[config.mk]
export PLATFORM = sky130hd
export DESIGN_NAME = coir_regs
export DESIGN_NICKNAME = d
export VERILOG_FILES = /design/src/rtl/coir_pkg.sv /design/src/rtl/coir_prescaler.sv /design/src/rtl/coir_regs.sv
export VERILOG_INCLUDE_DIRS = /design/src /design/src/rtl
export SDC_FILE = /design/constraint.sdc
export NUM_CORES = 1
export LEC_CHECK = 0
export ABC_CLOCK_PERIOD_IN_PS = 7900
export BUFFER_PORTS_ARGS = -buffer_cell sky130_fd_sc_hd__buf_2
export CORE_MARGIN = 8
export CORE_UTILIZATION = 50
export CTS_CLUSTER_SIZE = 25
export DETAILED_ROUTE_END_ITERATION = 7
export PLACE_DENSITY = 0.75
export SLEW_MARGIN = 10
export SYNTH_ARGS = -nofsm -noshare
export SYNTH_HDL_FRONTEND = slang
export SYNTH_HIERARCHICAL = 1
export SYNTH_SLANG_ARGS = --single-unit
[constraint.sdc]
create_clock -name clk_in -period 7.9 [get_ports clk_in]
set_clock_uncertainty 0.2 [all_clocks]
set_input_delay 0.395 -clock clk_in [delete_from_list [all_inputs] [get_ports clk_in]]
set_output_delay 0.395 -clock clk_in [all_outputs]
set_load 0.005 [all_outputs]
[src/rtl/coir_cfg.svh]
// Constants of the core interrupt and timer option register block.
// Assumes inclusion by bare name from the package only.
`ifndef COIR_CFG_SVH
`define COIR_CFG_SVH

// Register offsets on the plain register port
`define COIR_ADDR_W          8
`define COIR_OFS_INT_CTRL    8'h0b
`define COIR_OFS_TMR_OPT     8'h81
`define COIR_OFS_EVT_STATUS  8'h90
`define COIR_OFS_EVT_MASK    8'h91

// Reset values
`define COIR_RST_TMR_OPT     8'hff
`define COIR_RST_INT_CTRL    8'h00
`define COIR_RST_EVT_STATUS  4'h0
`define COIR_RST_EVT_MASK    4'h0

// Timer option field positions
`define COIR_OPT_PULLUP_DIS  7
`define COIR_OPT_EXT_EDGE    6
`define COIR_OPT_CLK_SRC     5
`define COIR_OPT_SRC_EDGE    4
`define COIR_OPT_PSC_ASSIGN  3
`define COIR_OPT_RATE_HI     2
`define COIR_OPT_RATE_LO     0

// Interrupt control field positions
`define COIR_IC_GIE          7
`define COIR_IC_PERIPHERAL_INT_ENABLE         6
`define COIR_IC_TOV_EN       5
`define COIR_IC_EXT_EN       4
`define COIR_IC_CHG_EN       3
`define COIR_IC_TOV_FLAG     2
`define COIR_IC_EXT_FLAG     1
`define COIR_IC_CHG_FLAG     0

// Event status and mask bits
`define COIR_EVT_W           4
`define COIR_EVT_TOV         0
`define COIR_EVT_EXT         1
`define COIR_EVT_CHG         2
`define COIR_EVT_WDT         3

`endif

[src/rtl/coir_pkg.sv]
// Types shared by the core interrupt and timer option register block.
// Assumes coir_cfg.svh sits on the include path.
`include "coir_cfg.svh"

package coir_pkg;

  typedef logic [7:0] coir_byte_type;

  typedef logic [`COIR_EVT_W-1:0] coir_evt_type;

  // Shared prescaler counter state
  typedef struct packed {
    logic [7:0] cnt;
  } coir_psc_state_type;

endpackage

[src/rtl/coir_prescaler.sv]
// Shared prescaler serving either the timer or the watchdog.
// Assumes tick_in is a one-cycle pulse on clk_in.
`timescale 1ns/10ps
`default_nettype none

module coir_prescaler
  import coir_pkg::*;
#(
  parameter int CNT_W = 8
) (
  input  wire logic       clk_in,
  input  wire logic       rst_n_in,
  input  wire logic       tick_in,
  input  wire logic [2:0] rate_in,
  input  wire logic       to_timer_in,
  input  wire logic       clear_in,
  output logic            tick_out
);

  coir_psc_state_type state_q;
  coir_psc_state_type state_d;
  logic [CNT_W-1:0]   mask;

  // Low-bit mask giving division by 2^(n+1) or 2^n
  function automatic logic [CNT_W-1:0] rate_mask(
    input logic [2:0] rate,
    input logic       timer
  );
    logic [3:0] k;
    k = timer ? ({1'b0, rate} + 4'h1) : {1'b0, rate};
    rate_mask = CNT_W'((9'h001 << k) - 9'h001);
  endfunction

  assign mask     = rate_mask(rate_in, to_timer_in);
  assign tick_out = tick_in & ((state_q.cnt & mask) == mask);

  always_comb begin
    state_d = state_q;
    if (clear_in) begin
      state_d.cnt = '0;
    end else if (tick_in) begin
      state_d.cnt = state_q.cnt + 8'h01;
    end
  end

  always_ff @(posedge clk_in) begin
    if (!rst_n_in) begin
      state_q <= '0;
    end else begin
      state_q <= state_d;
    end
  end

endmodule

`default_nettype wire

[src/rtl/coir_regs.sv]
// Timer option and interrupt control registers with event logic.
// Assumes a same-clock register master and pins from outside the clock.
//
// Chosen here: strobed register access.
`timescale 1ns/10ps
`default_nettype none

module coir_regs
  import coir_pkg::*;
(
  input  wire logic       clk_in,
  input  wire logic       rst_n_in,
  // Register port
  input  wire logic [7:0] reg_addr_in,
  input  wire logic [7:0] reg_wdata_in,
  input  wire logic       reg_wr_in,
  input  wire logic       reg_rd_in,
  output logic      [7:0] reg_rdata_out,
  // Pins from outside the clock domain
  input  wire logic       timer_ext_clock_pin_in,
  input  wire logic       ext_int_pin_in,
  input  wire logic [3:0] port_b_a_upper_in,
  // Same-clock core signals
  input  wire logic       instruction_cycle_clock_in,
  input  wire logic       port_b_read_in,
  input  wire logic       timer_overflow_in,
  input  wire logic       watchdog_base_tick_in,
  input  wire logic       peripheral_int_pending_in,
  // Outputs
  output logic            timer_increment_out,
  output logic            watchdog_tick_out,
  output logic            port_b_pullup_disable_out,
  output logic            cpu_int_req_out,
  output logic            irq_out
);

  typedef struct packed {
    coir_byte_type opt;
    coir_byte_type ictl;
    coir_evt_type  evt_status;
    coir_evt_type  evt_mask;
    coir_byte_type rdata;
    logic [1:0]    tck_sync;
    logic          tck_prev;
    logic [1:0]    ext_sync;
    logic          ext_prev;
    logic [3:0]    pb_meta;
    logic [3:0]    pb_sync;
    logic [3:0]    pb_latch;
    logic          tmr_inc;
    logic          wdt_tick;
  } coir_regs_state_type;

  coir_regs_state_type state_q;
  coir_regs_state_type state_d;

  logic       wr_opt;
  logic       wr_ictl;
  logic       wr_status;
  logic       wr_mask;
  logic       psc_to_timer;
  logic [2:0] rate;
  logic       tck_now;
  logic       tck_rise;
  logic       tck_fall;
  logic       ext_now;
  logic       ext_rise;
  logic       ext_fall;
  logic       src_tick;
  logic       psc_in;
  logic       psc_out;
  logic       psc_clear;
  logic       ev_tov;
  logic       ev_ext;
  logic       ev_chg;
  logic       ev_wdt;
  coir_evt_type events;
  logic       any_enabled;

  // Register decode
  assign wr_opt    = reg_wr_in && (reg_addr_in == `COIR_OFS_TMR_OPT);
  assign wr_ictl   = reg_wr_in && (reg_addr_in == `COIR_OFS_INT_CTRL);
  assign wr_status = reg_wr_in && (reg_addr_in == `COIR_OFS_EVT_STATUS);
  assign wr_mask   = reg_wr_in && (reg_addr_in == `COIR_OFS_EVT_MASK);

  // Option fields
  assign psc_to_timer = ~state_q.opt[`COIR_OPT_PSC_ASSIGN];
  assign rate = state_q.opt[`COIR_OPT_RATE_HI:`COIR_OPT_RATE_LO];

  // Edges on synchronised pins; first sync stage is never read here
  assign tck_now  = state_q.tck_sync[1];
  assign tck_rise = tck_now & ~state_q.tck_prev;
  assign tck_fall = ~tck_now & state_q.tck_prev;
  assign ext_now  = state_q.ext_sync[1];
  assign ext_rise = ext_now & ~state_q.ext_prev;
  assign ext_fall = ~ext_now & state_q.ext_prev;

  // Timer source tick
  always_comb begin
    if (state_q.opt[`COIR_OPT_CLK_SRC]) begin
      if (state_q.opt[`COIR_OPT_SRC_EDGE]) begin
        src_tick = tck_fall;
      end else begin
        src_tick = tck_rise;
      end
    end else begin
      src_tick = instruction_cycle_clock_in;
    end
  end

  // Prescaler feeds one consumer; the other sees ticks directly
  assign psc_in    = psc_to_timer ? src_tick : watchdog_base_tick_in;
  assign psc_clear = wr_opt &&
    (reg_wdata_in[`COIR_OPT_PSC_ASSIGN] !=
     state_q.opt[`COIR_OPT_PSC_ASSIGN]);

  coir_prescaler #(
    .CNT_W(8)
  ) u_prescaler (
    .clk_in     (clk_in),
    .rst_n_in   (rst_n_in),
    .tick_in    (psc_in),
    .rate_in    (rate),
    .to_timer_in(psc_to_timer),
    .clear_in   (psc_clear),
    .tick_out   (psc_out)
  );

  // Interrupt events
  assign ev_tov = timer_overflow_in;
  assign ev_ext = state_q.opt[`COIR_OPT_EXT_EDGE] ? ext_rise : ext_fall;
  assign ev_chg = (state_q.pb_sync != state_q.pb_latch);
  assign ev_wdt = state_q.wdt_tick;

  always_comb begin
    events               = '0;
    events[`COIR_EVT_TOV] = ev_tov;
    events[`COIR_EVT_EXT] = ev_ext;
    events[`COIR_EVT_CHG] = ev_chg;
    events[`COIR_EVT_WDT] = ev_wdt;
  end

  // Next state
  always_comb begin
    state_d = state_q;

    // Pin synchronisers
    state_d.tck_sync = {state_q.tck_sync[0], timer_ext_clock_pin_in};
    state_d.tck_prev = state_q.tck_sync[1];
    state_d.ext_sync = {state_q.ext_sync[0], ext_int_pin_in};
    state_d.ext_prev = state_q.ext_sync[1];
    state_d.pb_meta  = port_b_a_upper_in;
    state_d.pb_sync  = state_q.pb_meta;

    // A port read takes a fresh snapshot, ending the mismatch
    if (port_b_read_in) begin
      state_d.pb_latch = state_q.pb_sync;
    end

    // Prescaler routing to the two consumers
    if (psc_to_timer) begin
      state_d.tmr_inc  = psc_out;
      state_d.wdt_tick = watchdog_base_tick_in;
    end else begin
      state_d.tmr_inc  = src_tick;
      state_d.wdt_tick = psc_out;
    end

    // Timer option register, all bits writable
    if (wr_opt) begin
      state_d.opt = reg_wdata_in;
    end

    // Interrupt control: write first, then hardware sets win
    if (wr_ictl) begin
      state_d.ictl = reg_wdata_in;
    end
    if (ev_tov) begin
      state_d.ictl[`COIR_IC_TOV_FLAG] = 1'b1;
    end
    if (ev_ext) begin
      state_d.ictl[`COIR_IC_EXT_FLAG] = 1'b1;
    end
    if (ev_chg) begin
      state_d.ictl[`COIR_IC_CHG_FLAG] = 1'b1;
    end

    // Event status: write one to clear, a new event wins
    if (wr_status) begin
      state_d.evt_status = state_q.evt_status &
        ~reg_wdata_in[`COIR_EVT_W-1:0];
    end
    state_d.evt_status = state_d.evt_status | events;

    if (wr_mask) begin
      state_d.evt_mask = reg_wdata_in[`COIR_EVT_W-1:0];
    end

    // Read data stand one cycle after the strobe
    state_d.rdata = 8'h00;
    if (reg_rd_in) begin
      unique case (reg_addr_in)
        `COIR_OFS_TMR_OPT: begin
          state_d.rdata = state_q.opt;
        end
        `COIR_OFS_INT_CTRL: begin
          state_d.rdata = state_q.ictl;
        end
        `COIR_OFS_EVT_STATUS: begin
          state_d.rdata = {4'h0, state_q.evt_status};
        end
        `COIR_OFS_EVT_MASK: begin
          state_d.rdata = {4'h0, state_q.evt_mask};
        end
        default: begin
          state_d.rdata = 8'h00;
        end
      endcase
    end
  end

  always_ff @(posedge clk_in) begin
    if (!rst_n_in) begin
      state_q            <= '0;
      state_q.opt        <= `COIR_RST_TMR_OPT;
      state_q.ictl       <= `COIR_RST_INT_CTRL;
      state_q.evt_status <= `COIR_RST_EVT_STATUS;
      state_q.evt_mask   <= `COIR_RST_EVT_MASK;
    end else begin
      state_q <= state_d;
    end
  end

  // Processor request
  assign any_enabled =
    (state_q.ictl[`COIR_IC_TOV_EN] & state_q.ictl[`COIR_IC_TOV_FLAG]) |
    (state_q.ictl[`COIR_IC_EXT_EN] & state_q.ictl[`COIR_IC_EXT_FLAG]) |
    (state_q.ictl[`COIR_IC_CHG_EN] & state_q.ictl[`COIR_IC_CHG_FLAG]) |
    (state_q.ictl[`COIR_IC_PERIPHERAL_INT_ENABLE] & peripheral_int_pending_in);

  assign cpu_int_req_out = state_q.ictl[`COIR_IC_GIE] & any_enabled;

  // Outputs
  assign reg_rdata_out             = state_q.rdata;
  assign timer_increment_out       = state_q.tmr_inc;
  assign watchdog_tick_out         = state_q.wdt_tick;
  assign port_b_pullup_disable_out = state_q.opt[`COIR_OPT_PULLUP_DIS];
  assign irq_out = |(state_q.evt_status & state_q.evt_mask);

endmodule

`default_nettype wire

* Word level (Yosys, flattened, before mapping)
Index checks and enable logic that the tools add are counted.
Word-level totals: bits in registers 60, bits in latches 0, bits in writable memories 0, memory bits (read-only) 0, bits of input ports 31, word-level logic and storage cells 75, memories kept 0
Cells by class: add/sub/neg operators 3, $mul 0, divide/modulo/power cells 0, order comparisons 0, equal/unequal tests 7, shift-type cells 1, muxes and demuxes 12, bitwise gates (word level) 23, reductions and logical operators 11
Operator list (count):
- $pmux W8 S4 | 1
- $eq A8 B8 Y1 const B | 3
- $and A1 B1 Y1 | 10
- $add A8 B1 Y8 const B | 1
- $and A4 B4 Y4 | 2
- $and A8 B8 Y8 | 1
- $eq A8 B4 Y1 const B | 1
- $eq A8 B8 Y1 | 1
- $mux W4 | 2
- $shl A1 B4 Y8 const A | 1
- $sub A8 B1 Y8 const B | 1
- $mux W1 | 7
- $reduce_bool A2 Y1 | 3
- $logic_and A1 B1 Y1 | 5
- $not A1 Y1 | 5
- $add A3 B1 Y4 const B | 1
- $ne A4 B4 Y1 | 1
- $not A4 Y4 | 1
- $or A4 B4 Y4 | 1
- $reduce_or A4 Y1 | 1
- $mux W3 | 1
- $or A1 B1 Y1 | 3
- $mux W2 | 1
- $reduce_and A2 Y1 | 1
- 2 further kinds | 2

* Logic depth before layout (Yosys ltp)
Gate-level depths: netlist (run 1).
depth in word-level cells 8, gate-level depth with buffers 15

* Cells and area by module
Netlist (run 1), hierarchy kept.
Modules (own cells, without submodules):
- coir_regs | times used 1, cells an instance 236, area each 2192.1 µm², sequential area each 1041.0 µm²
- coir_prescaler | times used 1, cells an instance 100, area each 770.7 µm², sequential area each 160.2 µm²

* Worst setup path after synthesis (run 1)
OpenSTA, ideal clock, no wires.
path type reg2reg, start register state_q[47] (netlist bit), end register state_q (netlist bit watchdog_tick_out), arrival time 2.534 ns, required time 7.584 ns, slack 5.050 ns, stages on the path, launching flop included 16, path buffers 4, path through dfxtp_1 -> clkbuf_1 -> inv_1 -> buf_4 -> buf_6 -> nor2_1 -> a22oi_1 -> ha_1 -> buf_4 -> xnor2_1 -> or3_1 -> a311oi_1 -> a21oi_1 -> and4_1 -> mux2i_1 -> nor2b_1
On the way: cells in the longest elaborated chain, start to end 7
RTL lines:
- start: declaration | line coir_regs.sv:54 | coir_regs_state_type state_q;
- start signal: assignment | line coir_regs.sv:230 | state_q <= state_d;
- $mux W4 | line coir_prescaler.sv:30 | k = timer ? ({1'b0, rate} + 4'h1) : {1'b0, rate};
- $shl A1 B4 Y8 | line coir_prescaler.sv:31 | rate_mask = CNT_W'((9'h001 << k) - 9'h001);
- $sub A8 B1 Y8 | line coir_prescaler.sv:31
- $and A8 B8 Y8 | line coir_prescaler.sv:35 | assign tick_out = tick_in & ((state_q.cnt & mask) == mask);
- $eq A8 B8 Y1 | line coir_prescaler.sv:35
- $and A1 B1 Y1 * | line coir_prescaler.sv:35
- via psc_out | line coir_regs.sv:71 | logic psc_out;
- $mux W2 * | line coir_regs.sv:161 | if (psc_to_timer) begin
Mark *: on every way through the listed nets, which the timed path passes. The rest lies on a longest branch. A chain may end at the register's enable or synchronous reset.

* Worst setup path in the final report (run 1)
start register state_q (netlist bit rate[0]), end register state_q (netlist bit watchdog_tick_out)
On the way: cells in the longest elaborated chain, start to end 8
RTL lines (line):
- $add A3 B1 Y4 | coir_prescaler.sv:30
- $mux W4 * | coir_prescaler.sv:30
- $shl A1 B4 Y8 * | coir_prescaler.sv:31
- $sub A8 B1 Y8 * | coir_prescaler.sv:31
- $and A8 B8 Y8 | coir_prescaler.sv:35
- $eq A8 B8 Y1 * | coir_prescaler.sv:35
- $and A1 B1 Y1 * | coir_prescaler.sv:35
- via psc_out | coir_regs.sv:71
- $mux W2 * | coir_regs.sv:161
Marked as above.

==> summary.txt, run 1 <==
Outcome
  – Outcome: complete, no violations

Critical path
  – Startpoint class of the critical path: flip-flop
  – Worst path slowest cell: dfxtp_1
  – Crit-path cells: ha_1, mux2i_1, nand3b_1, ha_1, xnor2_1, or3_1, a311oi_1, a21oi_1, and4_1, mux2i_1, nor2b_1
  – WP data required: 7.93 ns
  – Crit-path leading delay family: simple AND/OR/NAND/NOR gates
  – WP buf/inv: 0
  – Critical path class: flip-flop to flip-flop
  – CP max stage delay: 0.62 ns
  – Max FO, Critical Path: 15
  – Crit path DAT: approximately 3.4 ns
  – CP endpoint kind: flip-flop

Routing
  – Drt wl/cell: roughly 15 um
  – WL final: 6550 um
  – Remaining DRCs: 0
  – Initial DRC Count: about 250
  – DRT Pass-1 Iters: 7
  – Post-route ant nets: 0
  – Average vias per placed instance: ~5.5
  – DR vias: 2,446

Logic synthesis
  – Asr flop ratio synth: 0%
  – Synth top area share: 40.5%
  – Most numerous cell in the Yosys netlist: dfxtp_1
  – Syn Area/Cell: 8.82 um^2
  – Most used DFF post-synth: dfxtp_1
  – #FFs+latches synth: 60
  – Post-synth cell types: 55
  – EDFF count, synth: 0
  – Register area share after synthesis: 40.5%
  – Mapped Nets: 370
  – Syn. warnings: 6
  – Post-Syn Instances: 336
  – Commonest cells in the netlist: dfxtp_1 (60), nand2_1 (31), nand3_1 (24)
  – Area contributors post-synth: dfxtp_1 (41%), nand3_1 (4.1%), nand2_1 (3.9%), mux2i_1 (3.7%), a21boi_0 (3.3%)
  – Cell area after synthesis: between 2000 and 3000 um^2
  – Synth area leader: dfxtp_1

Power and ir drop
  – Leakage: around 1.3 nW
  – Clock power frac: between 40% and 50%
  – Net Switching: roughly 0.00015 W
  – Reg power frac: around half
  – Comb power frac: 5.9%
  – Power per cell area: 197 nW/um^2
  – Switching part of the total: between 20% and 30%
  – Int Power: 0.000505 W
  – Max rail drop VDD: 0.144 mV

Final layout
  – P&R area growth vs syn: 11.6%
  – Ant. Diodes: 0
  – Fin nets: 395
  – Design Area, Final: 3310 um^2
  – Share of cells above drive strength 1: 19.4%
  – Layout Cells excl Fill: about 440

Die
  – Initial cell density of the core: approximately half
  – Core ar.: about 5800 um^2
  – # rows: 28
  – Chip width: a little over 90 um
  – Die footprint: 8650 um^2
  – IO Pins: 44
  – Die Height: 93.0 um

CTS
  – CTS tree: done
  – Clock transition at path regs: approximately 0.07 ns
  – Hold buffers post-CTS: 0
  – Setup Buffers After CTS: 0
  – Clock Sinks: 60
  – CTS Buf Count: 9
  – Latest clock arrival within the worst-skew pair: 0.34 ns
  – Root Driver: clkbuf_8
  – H-tree depth: 3
  – PostCTS Resize Cnt: 0
  – CTS max path bufs: 2

Placement
  – # placed instances: 425
  – Gpl congestion: 0.871
  – Port buffer count: 43
  – Detailed Place HPWL: about 4700 um
  – Post-DP Area: a little over 3000 um^2
  – Worst slack, placed: 4.59 ns

STA
  – RSZ-0062 raised after global routing: no
  – Final hold viol count: 0
  – Fin. max-slew vios: 0
  – Final min period: 3.36 ns
  – # setup viols final: 0
  – Worst setup slack after layout: between 4 and 5 ns
  – Max transition margin: 45.2%
  – Hold_ws: between 0.06 and 0.07 ns
  – Fin Setup TNS: 0 ns
  – Worst-Margin Slew: 0.813 ns
  – Final period util: 42.5%
  – Top achievable clock speed: 298 MHz

Global routing
  – Total gr overflow: 0
  – Vias in the first global route: roughly 2.3k
  – First-pass GRT wire length: 10,600 um
  – Initial antenna violation count: 0
  – Total track usage: 15.3%
  – Largest net degree at the start of global routing: 48

Job
  – Max-Cap Viols: 0

Min path
  – Min-Delay Path Class: input port to flip-flop
registers in the layout, indices dropped and copies added (netlist names):
name and count:
u_prescaler/state_q 8, state_q 30, ext_now 1, state_d 7, reg_rdata_out 8, port_b_pullup_disable_out 1
timer_increment_out 1, rate 3, watchdog_tick_out 1
path summary, 6_finish.rpt:
| path | start | to | slack, ns | depth (start not counted) |
|---|---|---|---|---|
| worst max-delay path | rate[0]$_SDFFE_PN1P_ | watchdog_tick_out$_SDFF_PN0_ | 4.54 | 11 |
| worst min-delay path | ext_int_pin_in | state_d[16]$_SDFF_PN0_ | 0.06 | 2 |
| worst max register to register | rate[0]$_SDFFE_PN1P_ | watchdog_tick_out$_SDFF_PN0_ | 4.54 | 11 |
| worst min register to register | state_d[9]$_SDFF_PN0_ | state_q[9]$_SDFF_PN0_ | 0.23 | 1 |
cells in the final DEF, fill, tap and decap left out, types with 9 or more instances in the layout:
cell	instances
clkbuf_8	9
and2_1	15
nor2_1	21
nand3_1	24
a21oi_1	9
a22oi_1	10
o21ai_0	10
dfxtp_1	60
a21boi_0	13
inv_1	9
buf_2	43
mux2i_1	11
nand2_1	31
power groups by stage:
stage          Clock [W]  Sequential (W)  Combinational [W]
2_1_floorplan          0        0.000320          0.0000249
3_3_place_gp           0        0.000322          0.0000376
3_5_place_dp           0        0.000322          0.0000383
4_1_cts         0.000304        0.000315          0.0000384
5_1_grt         0.000318        0.000316          0.0000424
6_report        0.000298        0.000315          0.0000384
cells by family after synthesis:
family | after synthesis | share of synthesized area (%)
and+or+nand+nor | 147 | 27.8
AOI/OAI and AO/OA | 64 | 15.5
DFF | 60 | 40.5
buffers and inverters | 38 | 7.26
xor gates and xnor gates | 12 | 3.55
muxes | 12 | 4.10
adders and majority gates | 3 | 1.27
metrics by stage:
stage | power [W] | util, %
3_3_place_gp | 0.000359 | 53.1
6_report | 0.000651 | 56.9
3_5_place_dp | 0.000360 | 53.1
2_1_floorplan | 0.000345 | -
4_1_cts | 0.000658 | 56.9
5_1_grt | 0.000677 | 56.9
layer usage:
layer | vias to the layer above | GRT usage (%) | part of all wire [%]
met5 | - | 0 | 0
met4 | 0 | 9.13 | 1.5
met3 | 7 | 2.64 | 3.8
met2 | 70 | 25.0 | 50
met1 | 1126 | 18.6 | 45
li1 | 1243 | - | -
worst register-to-register path: stages, from the launching register on:
cell	delay, ns
dfxtp_1	0.62
ha_1	0.38
mux2i_1	0.36
nand3b_1	0.14
ha_1	0.31
xnor2_1	0.17
or3_1	0.32
a311oi_1	0.27
a21oi_1	0.07
and4_1	0.23
mux2i_1	0.13
nor2b_1	0.06
cell type report:
type | instances | area, um^2
Sequential cell | 60 | 1200
Fill cell | 582 | 2510
Inverter | 9 | 33.8
Clock inverter | 6 | 88.8
Clock buffer | 10 | 128
Timing Repair Buffer | 43 | 215
Multi-Input combinational cell | 238 | 1550
Tap cell | 75 | 93.8
Note: power is estimated with default switching activity, not from simulation.
==> run 2, diff against run 1 <==
--- a/config.mk
+++ b/config.mk
@@ -6,7 +6,8 @@
 export SDC_FILE = /design/constraint.sdc
 export NUM_CORES = 1
 export LEC_CHECK = 0
-export ABC_CLOCK_PERIOD_IN_PS = 7900
+export ABC_AREA = 1
+export ABC_CLOCK_PERIOD_IN_PS = 3300
 export BUFFER_PORTS_ARGS = -buffer_cell sky130_fd_sc_hd__buf_2
 export CORE_MARGIN = 8
 export CORE_UTILIZATION = 50
==> constraint.sdc (replaced) <==
create_clock -name clk_in -period 3.3 [get_ports clk_in]
set_clock_uncertainty 0.2 [all_clocks]
set_input_delay 0.165 -clock clk_in [delete_from_list [all_inputs] [get_ports clk_in]]
set_output_delay 0.165 -clock clk_in [all_outputs]
set_load 0.005 [all_outputs]
==> run 2 against run 1 <==
  * Final cell count grew 29%
  * Sequential cell count unchanged
  * Fmax increased by 31%
  * Largest cell class unchanged
  * Critical endpoint is now timer_increment_out$_SDFF_PN0_
  * Worst setup slack worse by 3.8 ns
  * Routed wire length is 2.6% higher
==> summary.txt, run 2 <==
STA
  – Worst-Margin Slew: about 0.42 ns
  – # setup viols final: 0
  – Top achievable clock speed: 390 MHz
  – Fin Setup TNS: 0 ns
  – Final period util: 77.6%
  – Final hold viol count: 0
  – Max transition margin: between 70% and 80%
  – Hold_ws: between 0.015 and 0.02 ns
  – Fin. max-slew vios: 0
  – RSZ-0062 raised after global routing: no
  – Final min period: between 2 and 3 ns

Routing
  – Post-route ant nets: 0
  – Drt wl/cell: 11.8 um
  – Initial DRC Count: 176
  – DR vias: 2,726
  – DRT Pass-1 Iters: 5
  – Remaining DRCs: 0
  – WL final: 6720 um
  – Average vias per placed instance: 4.81

CTS
  – CTS Buf Count: 9
  – Clock transition at path regs: approximately 0.070 ns
  – CTS max path bufs: 2
  – Hold buffers post-CTS: 17
  – Root Driver: clkbuf_8
  – Setup Buffers After CTS: 0
  – Clock Sinks: 60
  – PostCTS Resize Cnt: 0
  – Latest clock arrival within the worst-skew pair: 0.34 ns
  – CTS tree: done
  – H-tree depth: 3

Logic synthesis
  – Synth top area share: about 41%
  – Asr flop ratio synth: 0%
  – Area contributors post-synth: dfxtp_1 (41%), nand2_1 (17%), inv_1 (7.9%), nand3_1 (5.6%), nor2_1 (4.8%)
  – Syn Area/Cell: slightly below 7 um^2
  – Most numerous cell in the Yosys netlist: nand2_1
  – #FFs+latches synth: 60
  – Syn. warnings: 6
  – EDFF count, synth: 0
  – Mapped Nets: approximately 470
  – Commonest cells in the netlist: nand2_1 (136), inv_1 (62), dfxtp_1 (60)
  – Register area share after synthesis: 40.6%
  – Most used DFF post-synth: dfxtp_1
  – Cell area after synthesis: 2960 um^2
  – Post-synth cell types: 31
  – Post-Syn Instances: 431
  – Synth area leader: dfxtp_1

Placement
  – Gpl congestion: 0.898
  – Port buffer count: 43
  – Detailed Place HPWL: 4940 um

Power and ir drop
  – Max rail drop VDD: 0.272 mV
  – Power per cell area: between 400 and 500 nW/um^2
  – Leakage: 1.76 nW

Critical path
  – WP data required: roughly 3.4 ns
  – WP buf/inv: 3
  – CP endpoint kind: flip-flop
  – Crit-path leading delay family: simple AND/OR/NAND/NOR gates
  – Startpoint class of the critical path: flip-flop
  – Max FO, Critical Path: 6
  – Critical path class: flip-flop to flip-flop
  – Crit path DAT: 2.65 ns
  – CP max stage delay: 0.44 ns
  – Worst path slowest cell: dfxtp_1
  – Crit-path cells: ha_1, inv_1, nand2_1, nand2_1, nand2_1, inv_1, nand2_2, ha_1, o211ai_1, a21oi_2, nand3_1, nor2_1, nor2_1, nor2_1, o21ai_1, inv_1

Final layout
  – Most frequent cells in the layout: nand2_1 (136), inv_1 (62), dfxtp_1 (60), buf_2 (43), nor2_1 (38)
  – Ant. Diodes: 0
  – Share of cells above drive strength 1: 18.5%
  – Fin nets: 521
  – Util after Layout: 61.3%
  – Commonest non-fill, non-tap cell in the layout: nand2_1
  – Most flops, register: state_q
  – Largest register FFs: 30
  – P&R area growth vs syn: 20.4%

Global routing
  – Vias in the first global route: 2,697
  – First-pass GRT wire length: 11,900 um
  – Initial antenna violation count: 0
  – Total track usage: 17.0%
  – Total gr overflow: 0
  – Largest net degree at the start of global routing: 24

Die
  – # rows: 28
  – Die footprint: 8640 um^2
  – Core ar.: 5820 um^2
  – Die Height: between 90 and 100 um
  – Initial cell density of the core: 50.9%
  – IO Pins: 44
  – Chip width: 93.0 um

Min path
  – Min-Delay Path Class: input port to flip-flop

Job
  – Max-Cap Viols: 0

Outcome
  – Outcome: complete, no violations
==> run 2: cell count changes in the layout (fill, tap and decap cells not counted), sizes merged, moves of 14 or more <==
cell	delta
a21boi	-14
nand2	+111
nor2	+30
dlygate4sd3	+17
inv	+56
a21oi	+14
and2	-15
==> run 2: logic make-up (layout without fill, tap and decap cells) <==
kind of cell	Yosys count	after routing	synth area share, %
adders and majority gates	3	3	1.27
AOI/OAI and AO/OA	45	45	8.70
DFF	60	60	40.6
buffers and inverters	80	141	11.7
xor gates and xnor gates	4	4	1.18
and+or+nand+nor	239	239	36.6
==> run 2: final cells by class <==
class,count,area [um^2]
Fill cell,547,2250
Multi-Input combinational cell,291,1410
Sequential cell,60,1200
Timing Repair Buffer,61,393
Inverter,64,240
Clock buffer,9,124
Clock inverter,7,100
Tap cell,75,93.8
==> run 2: where the power goes <==
part	total, W	internal, W	switching (W)	leakage [nW]
clock	0.000737	0.000428	0.000309	0.102
sequential	0.000756	0.000743	0.0000127	0.489
combinational	0.000119	0.0000522	0.0000670	1.17
==> run 2: final timing paths <==
path | start | end | slack [ns] | cells past startpoint
max reg2reg | rate[1]$_SDFFE_PN1P_ | timer_increment_out$_SDFF_PN0_ | 0.74 | 16
min | rst_n_in | rate[1]$_SDFFE_PN1P_ | 0.02 | 2
max | rate[1]$_SDFFE_PN1P_ | timer_increment_out$_SDFF_PN0_ | 0.74 | 16
min reg2reg | state_d[9]$_SDFF_PN0_ | state_q[9]$_SDFF_PN0_ | 0.22 | 2
==> run 2: through the flow <==
stage	cell area (um^2)	power (W)	std cells	setup WS, ns
after floorplan	2960	0.000832	431	1.03
after global placement	3170	0.000872	534	0.972
after detailed placement	3170	0.000876	534	0.844
after CTS	3570	0.00163	567	0.773
after global routing	3570	0.00169	567	0.530
final	3570	0.00161	567	0.738
==> run 2: per-layer routing <==
metal | part of all wire (%) | track usage [%] | up-vias
met1 | 43 | 18.6 | 1206
met3 | 6.5 | 5.83 | 5
met5 | 0 | 0 | -
met4 | 0.73 | 4.56 | 0
met2 | 50 | 30.2 | 73
li1 | - | - | 1442
